### config.mk
export PLATFORM = sky130hd
export DESIGN_NAME = fuse_config_and_debug_lock
export DESIGN_NICKNAME = d
export VERILOG_FILES = /design/src/core/fuse_cfg_pkg.sv /design/src/core/fuse_config_and_debug_lock.sv
export SDC_FILE = /design/constraint.sdc
export NUM_CORES = 1
export LEC_CHECK = 0
export ABC_AREA = 0
export BUFFER_PORTS_ARGS = -buffer_cell sky130_fd_sc_hd__buf_2
export CORE_AREA = 3 3 110 112
export DETAILED_ROUTE_END_ITERATION = 7
export DIE_AREA = 0 0 113 115
export GPL_TIMING_DRIVEN = 0
export PLACE_DENSITY = 0.77
export SLEW_MARGIN = 15
export SYNTH_ARGS = -nofsm -noshare
export SYNTH_HDL_FRONTEND = slang
export SYNTH_SLANG_ARGS = --single-unit
### constraint.sdc
create_clock -name mclk -period 2.05 [get_ports mclk]
set_input_delay 0.41 -clock mclk [delete_from_list [all_inputs] [get_ports mclk]]
set_output_delay 0.41 -clock mclk [all_outputs]
set_load 0.1 [all_outputs]
### src/core/fuse_cfg_pkg.sv
package fuse_cfg_pkg;
   // fuse byte offsets
   localparam logic [3:0] off_reset_boot_options = 4'h5;
   localparam logic [3:0] off_startup_timing_config = 4'h6;
   localparam logic [3:0] off_app_region_end = 4'h7;
   localparam logic [3:0] off_boot_region_end = 4'h8;
   localparam logic [3:0] off_debug_lock_key = 4'ha;
   // field positions
   localparam int check_sel_hi = 7;
   localparam int check_sel_lo = 6;
   localparam int reset_pin_bit = 3;
   localparam int keep_eeprom_bit = 0;
   localparam int startup_sel_hi = 2;
   // encodings and values
   localparam logic [7:0] open_key = 8'hc5;
   localparam logic [1:0] check_full = 2'h0;
   localparam logic [1:0] check_boot = 2'h1;
   localparam logic [1:0] boot_plus_code_check = 2'h2;
   localparam logic [1:0] skip_flash_check = 2'h3;
   localparam int block_shift = 8; // 256-byte blocks
   localparam int flash_aw = 16;
   // timing: one millisecond tick at 100 MHz
   localparam int clk_mhz = 100;
   localparam int ms_us = 1000;
   localparam int cycles_per_ms = clk_mhz * ms_us;
   localparam int max_delay_ms = 64;

   typedef enum logic [1:0]
   {
      sec_boot = 2'h0,
      sec_app_code = 2'h1,
      sec_app_data = 2'h2
   } flash_section_t;

   typedef enum logic [2:0]
   {
      mem_sram = 3'h0,
      mem_regs = 3'h1,
      mem_flash = 3'h2,
      mem_eeprom = 3'h3,
      mem_customer_row = 3'h4,
      mem_signature_row = 3'h5,
      mem_fuses = 3'h6,
      mem_port_internal = 3'h7
   } mem_target_t;

   typedef struct packed
   {
      logic [1:0] flash_check_region_select;
      logic reset_pin_function_select;
      logic keep_eeprom_on_erase;
      logic [2:0] startup_delay_select;
      logic [7:0] application_region_limit;
      logic [7:0] boot_region_limit;
      logic [7:0] lock_key;
   } fuse_cfg_t;

   typedef struct packed
   {
      logic valid;
      logic write;
      mem_target_t target;
   } mem_req_t;
endpackage

### src/core/fuse_config_and_debug_lock.sv
`timescale 1ns/1ps
`default_nettype none
// Contract
// check region select picks scanned flash
// reset pin: 0 gpio, 1 reset
// keep bit spares eeprom on erase
// locked erase always clears eeprom
// startup delay 0 or 1..64 ms
// app limit ends code, 256-byte blocks
// flash above app limit is data
// app limit zero: code to top
// boot limit ends boot, 256-byte blocks
// boot limit zero: all flash boot
// open only when key equals c5
// locked port denied system bus
// unlocked access table for cpu, port
// locked port blocked from all memories except blind customer row writes
// locked: blind customer row writes allowed
// denied port reads return corrupted data
// only full erase leaves locked state
// fuses copied at end of startup
// fuse changes act after next reset
// cpu reads fuses, port programs them
// classify flash address by limits
module fuse_config_and_debug_lock
(
   input wire logic mclk,
   input wire logic rst,
   // nonvolatile fuse array contents, indexed by offset
   input wire logic [7:0] fuse_array [0:15],
   // cpu fuse read port
   input wire logic cpu_fuse_rd,
   input wire logic [3:0] cpu_fuse_addr,
   output logic [7:0] cpu_fuse_rdata,
   // cpu memory access check
   input wire fuse_cfg_pkg::mem_req_t cpu_req,
   output logic cpu_grant,
   // debug port access check
   input wire fuse_cfg_pkg::mem_req_t dbg_req,
   output logic dbg_grant,
   output logic dbg_corrupt_read,
   input wire logic [7:0] dbg_mem_rdata,
   output logic [7:0] dbg_rdata,
   output logic dbg_fuse_prog_en,
   // full device erase
   input wire logic erase_req,
   output logic erase_eeprom,
   output logic erase_all,
   // flash classification
   input wire logic [15:0] flash_addr,
   output fuse_cfg_pkg::flash_section_t flash_section,
   output logic [15:0] check_end_addr,
   output logic check_enable,
   // captured configuration
   output logic reset_pin_is_reset,
   output logic locked,
   output logic startup_done
);
   typedef enum logic [1:0]
   {
      st_load = 2'b00,
      st_wait = 2'b01,
      st_run = 2'b11
   } state_t;

   state_t state;
   state_t next_state;
   fuse_cfg_pkg::fuse_cfg_t cfg;
   fuse_cfg_pkg::fuse_cfg_t next_cfg;
   logic [16:0] ms_count;
   logic [6:0] ms_left;
   logic ms_tick;
   logic [7:0] fuse_b0;
   logic [7:0] fuse_b1;
   logic [6:0] delay_ms;

   // delay in ms for a select code, zero for code 0
   function automatic logic [6:0] delay_of(input logic [2:0] sel);
      logic [6:0] d;
      d = 7'h00;
      if (sel != 3'h0)
      begin
         d = 7'h01 << (sel - 3'h1);
      end
      return d;
   endfunction

   // raw bytes gathered into one configuration word
   assign fuse_b0 = fuse_array[fuse_cfg_pkg::off_reset_boot_options];
   assign fuse_b1 = fuse_array[fuse_cfg_pkg::off_startup_timing_config];
   assign next_cfg.flash_check_region_select =
      fuse_b0[fuse_cfg_pkg::check_sel_hi:fuse_cfg_pkg::check_sel_lo];
   assign next_cfg.reset_pin_function_select = fuse_b0[fuse_cfg_pkg::reset_pin_bit];
   assign next_cfg.keep_eeprom_on_erase = fuse_b0[fuse_cfg_pkg::keep_eeprom_bit];
   assign next_cfg.startup_delay_select = fuse_b1[fuse_cfg_pkg::startup_sel_hi:0];
   assign next_cfg.application_region_limit = fuse_array[fuse_cfg_pkg::off_app_region_end];
   assign next_cfg.boot_region_limit = fuse_array[fuse_cfg_pkg::off_boot_region_end];
   assign next_cfg.lock_key = fuse_array[fuse_cfg_pkg::off_debug_lock_key];
   assign delay_ms = delay_of(next_cfg.startup_delay_select);

   // millisecond tick divider, runs only while waiting
   assign ms_tick = (ms_count == 17'(fuse_cfg_pkg::cycles_per_ms - 1));

   always_comb
   begin
      next_state = state;
      unique case (state)
         st_load: next_state = (delay_ms == 7'h00) ? st_run : st_wait;
         st_wait: next_state = (ms_tick && ms_left == 7'h01) ? st_run : st_wait;
         st_run: next_state = st_run;
      endcase
   end

   // state and delay counters
   always_ff @(posedge mclk)
   begin
      if (rst)
      begin
         state <= st_load;
         ms_count <= 17'h00000;
         ms_left <= 7'h00;
      end
      else
      begin
         state <= next_state;
         if (state == st_load)
         begin
            ms_left <= delay_ms;
            ms_count <= 17'h00000;
         end
         else if (state == st_wait)
         begin
            ms_count <= ms_tick ? 17'h00000 : ms_count + 17'h00001;
            if (ms_tick)
            begin
               ms_left <= ms_left - 7'h01;
            end
         end
      end
   end

   // capture once at the end of startup; later fuse edits wait for reset
   always_ff @(posedge mclk)
   begin
      if (rst)
      begin
         cfg <= '1; // locked and safe until captured
      end
      else if (state != st_run && next_state == st_run)
      begin
         cfg <= next_cfg;
      end
   end

   assign startup_done = (state == st_run);
   // key check; anything but the open key locks
   assign locked = (cfg.lock_key != fuse_cfg_pkg::open_key);
   assign reset_pin_is_reset = cfg.reset_pin_function_select;

   // flash section boundaries
   logic [15:0] boot_end;
   logic [15:0] app_end;
   assign boot_end = {cfg.boot_region_limit, 8'h00};
   assign app_end = {cfg.application_region_limit, 8'h00};
   assign flash_section =
      (cfg.boot_region_limit == 8'h00) ? fuse_cfg_pkg::sec_boot :
      (flash_addr < boot_end) ? fuse_cfg_pkg::sec_boot :
      (cfg.application_region_limit == 8'h00) ? fuse_cfg_pkg::sec_app_code :
      (flash_addr < app_end) ? fuse_cfg_pkg::sec_app_code :
      fuse_cfg_pkg::sec_app_data;

   // scan checker range; end address is exclusive, 0 means whole flash
   logic boot_all;
   logic code_to_top;
   assign boot_all = (cfg.boot_region_limit == 8'h00);
   assign code_to_top = (cfg.application_region_limit == 8'h00);
   assign check_enable = startup_done &&
      (cfg.flash_check_region_select != fuse_cfg_pkg::skip_flash_check);
   always_comb
   begin
      check_end_addr = 16'h0000;
      unique case (cfg.flash_check_region_select)
         fuse_cfg_pkg::check_full: check_end_addr = 16'h0000;
         fuse_cfg_pkg::check_boot: check_end_addr = boot_all ? 16'h0000 : boot_end;
         fuse_cfg_pkg::boot_plus_code_check:
            check_end_addr = (boot_all || code_to_top) ? 16'h0000 : app_end;
         fuse_cfg_pkg::skip_flash_check: check_end_addr = 16'h0000;
      endcase
   end

   // cpu: reads all, never writes signature row or fuses
   assign cpu_grant = cpu_req.valid && !(cpu_req.write &&
      (cpu_req.target == fuse_cfg_pkg::mem_signature_row ||
       cpu_req.target == fuse_cfg_pkg::mem_fuses));

   // debug port rights depend on the lock; internal space always reachable
   logic dbg_open_ok;
   logic dbg_locked_ok;
   assign dbg_open_ok = !(dbg_req.write && dbg_req.target == fuse_cfg_pkg::mem_signature_row);
   assign dbg_locked_ok = (dbg_req.target == fuse_cfg_pkg::mem_port_internal) ||
      (dbg_req.write && dbg_req.target == fuse_cfg_pkg::mem_customer_row);
   assign dbg_grant = dbg_req.valid &&
      (locked ? dbg_locked_ok : dbg_open_ok);
   // denied reads still complete, but carry garbage, not an error
   assign dbg_corrupt_read = dbg_req.valid && !dbg_req.write && !dbg_grant;
   assign dbg_fuse_prog_en = dbg_req.valid && dbg_req.write && dbg_grant &&
      (dbg_req.target == fuse_cfg_pkg::mem_fuses ||
       dbg_req.target == fuse_cfg_pkg::mem_customer_row);

   // registered read data; scrambled by a free-running lfsr when denied
   logic [7:0] scramble;
   always_ff @(posedge mclk)
   begin
      if (rst)
      begin
         scramble <= 8'ha5;
         dbg_rdata <= 8'h00;
         cpu_fuse_rdata <= 8'h00;
      end
      else
      begin
         scramble <= {scramble[6:0], scramble[7] ^ scramble[5] ^ scramble[4] ^ scramble[3]};
         // low bit forced so a denied read can never hand back the true byte
         dbg_rdata <= dbg_corrupt_read ? (dbg_mem_rdata ^ (scramble | 8'h01)) : dbg_mem_rdata;
         if (cpu_fuse_rd)
         begin
            cpu_fuse_rdata <= fuse_array[cpu_fuse_addr];
         end
      end
   end

   // erase effects; a lock is lifted only by a reset after the erase, never by the erase itself
   assign erase_all = erase_req;
   assign erase_eeprom = erase_req &&
      (locked || !cfg.keep_eeprom_on_erase);
endmodule
`default_nettype wire

After elaboration in Yosys (flattened, before gate mapping)
Cells that the tools add are included.
{ "totals": {"register_bits": 78, "latch_bits": 0, "ramBits": 0, "rom_bits": 0, "inputBits": 170, "output_inout_bits": 44, "elab_cells": 96, "n_memories": 0} }
{ "op_classes": {"addsub": 3, "n_mul": 0, "div": 0, "magnitude_cmp": 3, "eq_ne": 17, "shift": 1, "n_mux": 20, "n_bitwise": 5, "n_reduce_logical": 35} }
{ "op_table": {"columns": ["cell", "n"], "rows": [
  ["$pmux 16 s3", 1],
  ["$bmux 8 s4", 1],
  ["$lt 16x16->1", 2],
  ["$mux 16", 2],
  ["$mux 7", 4],
  ["$mux 8", 3],
  ["$eq 3x3->1 const B", 6],
  ["$add 17x1->17 const B", 1],
  ["$eq 17x17->1 const B", 1],
  ["$mux 17", 1],
  ["$logic_not 8->1", 2],
  ["$logic_and 1x1->1", 14],
  ["$mux 2", 6],
  ["$eq 2x2->1 const B", 4],
  ["$ne 8x8->1 const B", 1],
  ["$xor 8x8->8", 1],
  ["$eq 7x1->1 const B", 1],
  ["$logic_not 7->1", 1],
  ["$shl 1x3->7 const A", 1],
  ["$sub 7x1->7 const B", 1],
  ["$pmux 2 s3", 1],
  ["$ge 5x5->1 const B", 1],
  ["$logic_not 1->1", 5],
  ["$logic_or 1x1->1", 5],
  ["other kinds (11)", 18]
]} }

Longest topological paths before layout
{ "logic_depth": {"word_depth": 8, "depth_mapped": 9, "depth_no_buf": 7} }

Worst setup path before layout
Ideal clock, no wire load.
{ "synth_timing": {"path_type": "reg2out", "from": "register cfg[6] (netlist name)", "to": "output port dbg_fuse_prog_en", "arrival_time_ns": 6.421, "required_ns": 1.640, "path_slack_ns": -4.781, "stages_incl_launch_ff": 4, "path_buffers": 0, "path_cell_list": "dfxtp_1 nor4bb_1 nand2_1 a2111oi_0"} }
{ "synth_via": {"elab_chain_cells": 5} }
{ "synth_rtl": {"columns": ["element", "line", "source"], "rows": [
  ["start: declaration", "fuse_config_and_debug_lock.sv:68", "fuse_cfg_pkg::fuse_cfg_t cfg;"],
  ["start signal: assignment", "fuse_config_and_debug_lock.sv:151", "cfg <= next_cfg;"],
  ["$ne 8x8->1", "fuse_config_and_debug_lock.sv:157", "assign locked = (cfg.lock_key != fuse_cfg_pkg::open_key);"],
  ["via locked", "fuse_config_and_debug_lock.sv:56", "output logic locked,"],
  ["$mux 1", "fuse_config_and_debug_lock.sv:203", "(locked ? dbg_locked_ok : dbg_open_ok);"],
  ["$logic_and 1x1->1", "fuse_config_and_debug_lock.sv:202", "assign dbg_grant = dbg_req.valid &&"],
  ["$logic_and 1x1->1 (2 in series)", "fuse_config_and_debug_lock.sv:206", "assign dbg_fuse_prog_en = dbg_req.valid && dbg_req.write && dbg_grant &&"],
  ["end: declaration", "fuse_config_and_debug_lock.sv:44", "output logic dbg_fuse_prog_en,"]
]} }
The timed path passes the listed nets, and every way through them passes these cells.

Final worst setup path
{ "layout_timing": {"from": "register cfg (netlist bit app_end[14])", "to": "output port flash_section[0]"} }
{ "layout_via": {"elab_chain_cells": 5, "elab_cells_between_ends": 6, "cone_classes": "order compare: 1; mux: 4; reduce/logical: 1"} }
{ "layout_rtl": {"columns": ["element", "line", "source"], "rows": [
  ["$lt 16x16->1", "fuse_config_and_debug_lock.sv:169", "(flash_addr < app_end) ? fuse_cfg_pkg::sec_app_code :"],
  ["$mux 2", "fuse_config_and_debug_lock.sv:169", null],
  ["$mux 2 *", "fuse_config_and_debug_lock.sv:168", "(cfg.application_region_limit == 8'h00) ? fuse_cfg_pkg::sec_app_code :"],
  ["$mux 2 *", "fuse_config_and_debug_lock.sv:167", "(flash_addr < boot_end) ? fuse_cfg_pkg::sec_boot :"],
  ["$mux 2 *", "fuse_config_and_debug_lock.sv:166", "(cfg.boot_region_limit == 8'h00) ? fuse_cfg_pkg::sec_boot :"],
  ["end: declaration", "fuse_config_and_debug_lock.sv:51", "output fuse_cfg_pkg::flash_section_t flash_section,"]
]} }
Every way passes the cells marked *; elsewhere a longest branch is shown, timed or not.

==> impl_metrics.py <==
metrics = {
    "floorplanning": {
        "die_h_microns": 115,
        "start_util": 0.4330,
        "coreArea_sq_mm": 0.01132,
        "top_level_ports": 214,
        "die_w_microns": 113,
        "die-area_sq_mm": 0.01300,
        "rows": 39,
    },
    "grt": {
        "grt_usage": 0.2527,
        "grt.met3_usage": 0.07105,
        "antenna_found_initial": 0,
        "grt_first_pass_wirelength_mm": 25.97,
        "grt_util_met1": 0.3169,
        "grt.busiest_layer": "met2",
        "grt_start_max_net_pins": 16,
        "grt_pass1_vias": 5137,
        "use_met2": 0.4147,
        "globalRouteOverflowTotal": 0,
    },
    "logic_synthesis": {
        "yosys_warnings": 0,
        "ys.flop_type": "dfxtp_1",
        "netlist-cell-type-count": 59,
        "synth_edf_count": 0,
        "synth.avg_cell_area_sq_um": 8.253,
        "syn_inst": 594,
        "synth_seq_area_share": 0.3185,
        "async_flop_share": 0,
        "synth_seq_cells": 78,
        "syn_area_sq_mm": 0.004902,
    },
    "worst_setup_path": {
        "cp-start-kind": "flip-flop",
        "cp_max_fo": 2,
        "crit_path_end_kind": "output pin",
        "r2r_start": "ms_count[11]",
        "crit_required_ps": 1640,
        "crit_type": "reg -> out",
        "reg2regPathDepth": 7,
        "critical_path_arrival_ps": 2170,
        "crit_start": "app_end[14]",
    },
    "final_layout": {
        "syn_to_final_growth_pct": 52.30,
        "final_area_sq_mm": 0.007466,
        "nets": 1028,
        "multiInputGateArea_sq_mm": 0.003445,
        "drive_above_1_share": 0.4303,
        "final_cell_mix": "buf_2, mux2i_1, dfxtp_1, nand2_1, nor2_1",
        "fillCellCount": 925,
        "postLayoutCoreUtil": 0.6595,
        "register_area_sq_mm": 0.001588,
        "antennaDiodeCount": 0,
        "final_cell_count_no_fill": 989,
        "final_common_cell": "buf_2",
    },
    "power_and_ir_drop": {
        "power_density_mw_per_mm2": 612.9,
        "vdd_drop_max_mv": 0.3731,
        "power.leakage_nw": 3.642,
    },
    "cts": {
        "cts_tree": "built",
        "cts_root_buf": "clkbuf_16",
        "htreeDepth": 3,
        "cts_made_buffers": 9,
        "cts_buffer_depth": 2,
        "clock_insertion_delay_worst_skew_ps": 340,
        "clock_sinks": 78,
        "path_clk_slew_ps": 70,
    },
    "drt": {
        "vias": 5478,
        "initialDrtViolationCount": 331,
        "vias_per_cell": 5.539,
        "drt-wirelength-per-cell_microns": 18.15,
        "first_pass_iters": 5,
        "finalWirelength_mm": 17.95,
        "drc_errors": 0,
        "drtAntennaViolNets": 0,
    },
    "hold_path": {
        "hold_start": "dbg_mem_rdata[0]",
        "worst_hold_path_type": "in -> reg",
        "hold-path-cell-count": 3,
    },
    "job": {
        "drv_cap": 0,
    },
    "timing": {
        "max_freq_mhz": 387.9,
        "finalCritPeriodShare": 1.257,
        "fin_setup_tns_ps": -5547,
        "clock-skew-final_ps": 8.650,
        "final.min_clock_period_ps": 2578,
        "relSlewSlack": 0.4237,
        "fin_ws_ps": -527.7,
        "slew_violations": 0,
        "rsz0062_at_grt": "true",
        "worstMarginPinSlew_ps": 862.6,
        "hold_viol": 0,
        "setup_viol_count_final": 41,
    },
    "outcome": {
        "violations": "negative setup slack",
        "status": "complete, but fails checks",
    },
    "placed_design": {
        "routabilityCongestion": 0.9421,
        "portBuffers": 195,
        "placed_cell_area_sq_mm": 0.006255,
        "hpwlAfterDp_mm": 12.85,
        "dp.cells": 939,
    },
}
==> logic make-up (layout without fill, tap and decap cells) <==
group,Yosys count,in the layout,share of synthesized area
and+or+nand+nor,225,225,0.2251
AOI/OAI and AO/OA,114,114,0.1618
buffers and inverters,69,314,0.07325
xor gates and xnor gates,26,26,0.04645
other,1,8,0.0007650
muxes,64,64,0.1307
adders and majority gates,17,17,0.04339
DFF,78,78,0.3185
==> path summary, 6_finish.rpt <==
| kind | end | slack [ps] |
|---|---|---|
| min | dbg_rdata[0] | 310 |
| min reg2reg | scramble[2] | 440 |
| max | flash_section[0] | -530 |
| max reg2reg | ms_left[1] | -120 |
==> stage by stage <==
| step | power (mW) | setup WS (ps) | hold WS [ps] |
|---|---|---|---|
| finish | 4.576 | -527.7 | 313.2 |
| floorplan | 2.458 | -646.9 | 413.8 |
| global placement | 2.794 | -578.9 | 417.5 |
| global route | 4.720 | -574.1 | 317.4 |
| CTS | 4.489 | -530.2 | 305.3 |
| detailed placement | 2.805 | -569.4 | 429.7 |
==> worst max-delay path: stages, from the launching register on <==
cell	delay [ps]
dfxtp_2	350
inv_2	50
ha_4	200
a21o_1	150
a211o_1	280
or3_4	390
a31oi_4	210
buf_12	190
==> report_power, final <==
group | internal (mW) | switching [mW]
combinational | 0.457 | 0.818
sequential | 1.59 | 0.0495
clock | 0.959 | 0.706
==> flip-flops by register name, indices dropped and copies added (netlist names) <==
register,flops
app_end,8
cpu_fuse_rdata,8
state,2
cfg,11
ms_count,17
dbg_rdata,8
scramble,8
ms_left,7
reset_pin_is_reset,1
boot_end,8
==> layer usage <==
layer	share of wire	vias up	routed length, microns
met2	0.47	290	8435
met3	0.11	42	2013
met4	0.030	0	546
met1	0.39	2541	6951
li1	-	2605	-
met5	0	-	0
==> Yosys cell counts, drive strengths merged (3+ instances only) <==
library cell	number	area, sq um
or4	5	41.29
o21ai	8	40.04
nor3b	3	22.52
clkbuf	19	81.32
nand3b	3	22.52
a21oi	33	176.4
dfxtp	78	1562
xor2	23	201.4
ha	17	212.7
xnor2	3	26.28
nor3	18	90.09
buf	24	180.2
a22oi	25	187.7
o22ai	3	18.77
nor4	4	25.02
a22o	8	70.07
inv	26	97.59
nor2b	10	62.56
nand2	61	229.0
nor2	54	207.7
a21o	4	31.28
o211ai	18	135.1
nand4	6	37.54
and3	5	31.28
mux2i	64	640.6
nand3	36	180.2
nand2b	3	18.77
a31oi	4	25.02
or2	5	31.28
==> area by class of cell <==
class / instances / share of cell area
Clock inverter: 7 / 0.01073
Buffer: 42 / 0.03972
Clock buffer: 9 / 0.03017
Tap cell: 143 / 0.02397
Inverter: 26 / 0.01307
Sequential cell: 78 / 0.2127
Multi-Input combinational cell: 454 / 0.4614
Timing Repair Buffer: 230 / 0.2083
==> what timing repair did <==
action	CTS	global route
resized for setup	70	81
setup buffers	19	10
cloned	1	6
pin swaps	22	37
endpoints found under the setup margin	67	74
hold buffers	0	0
No activity file was read; power rests on OpenSTA's default activity.
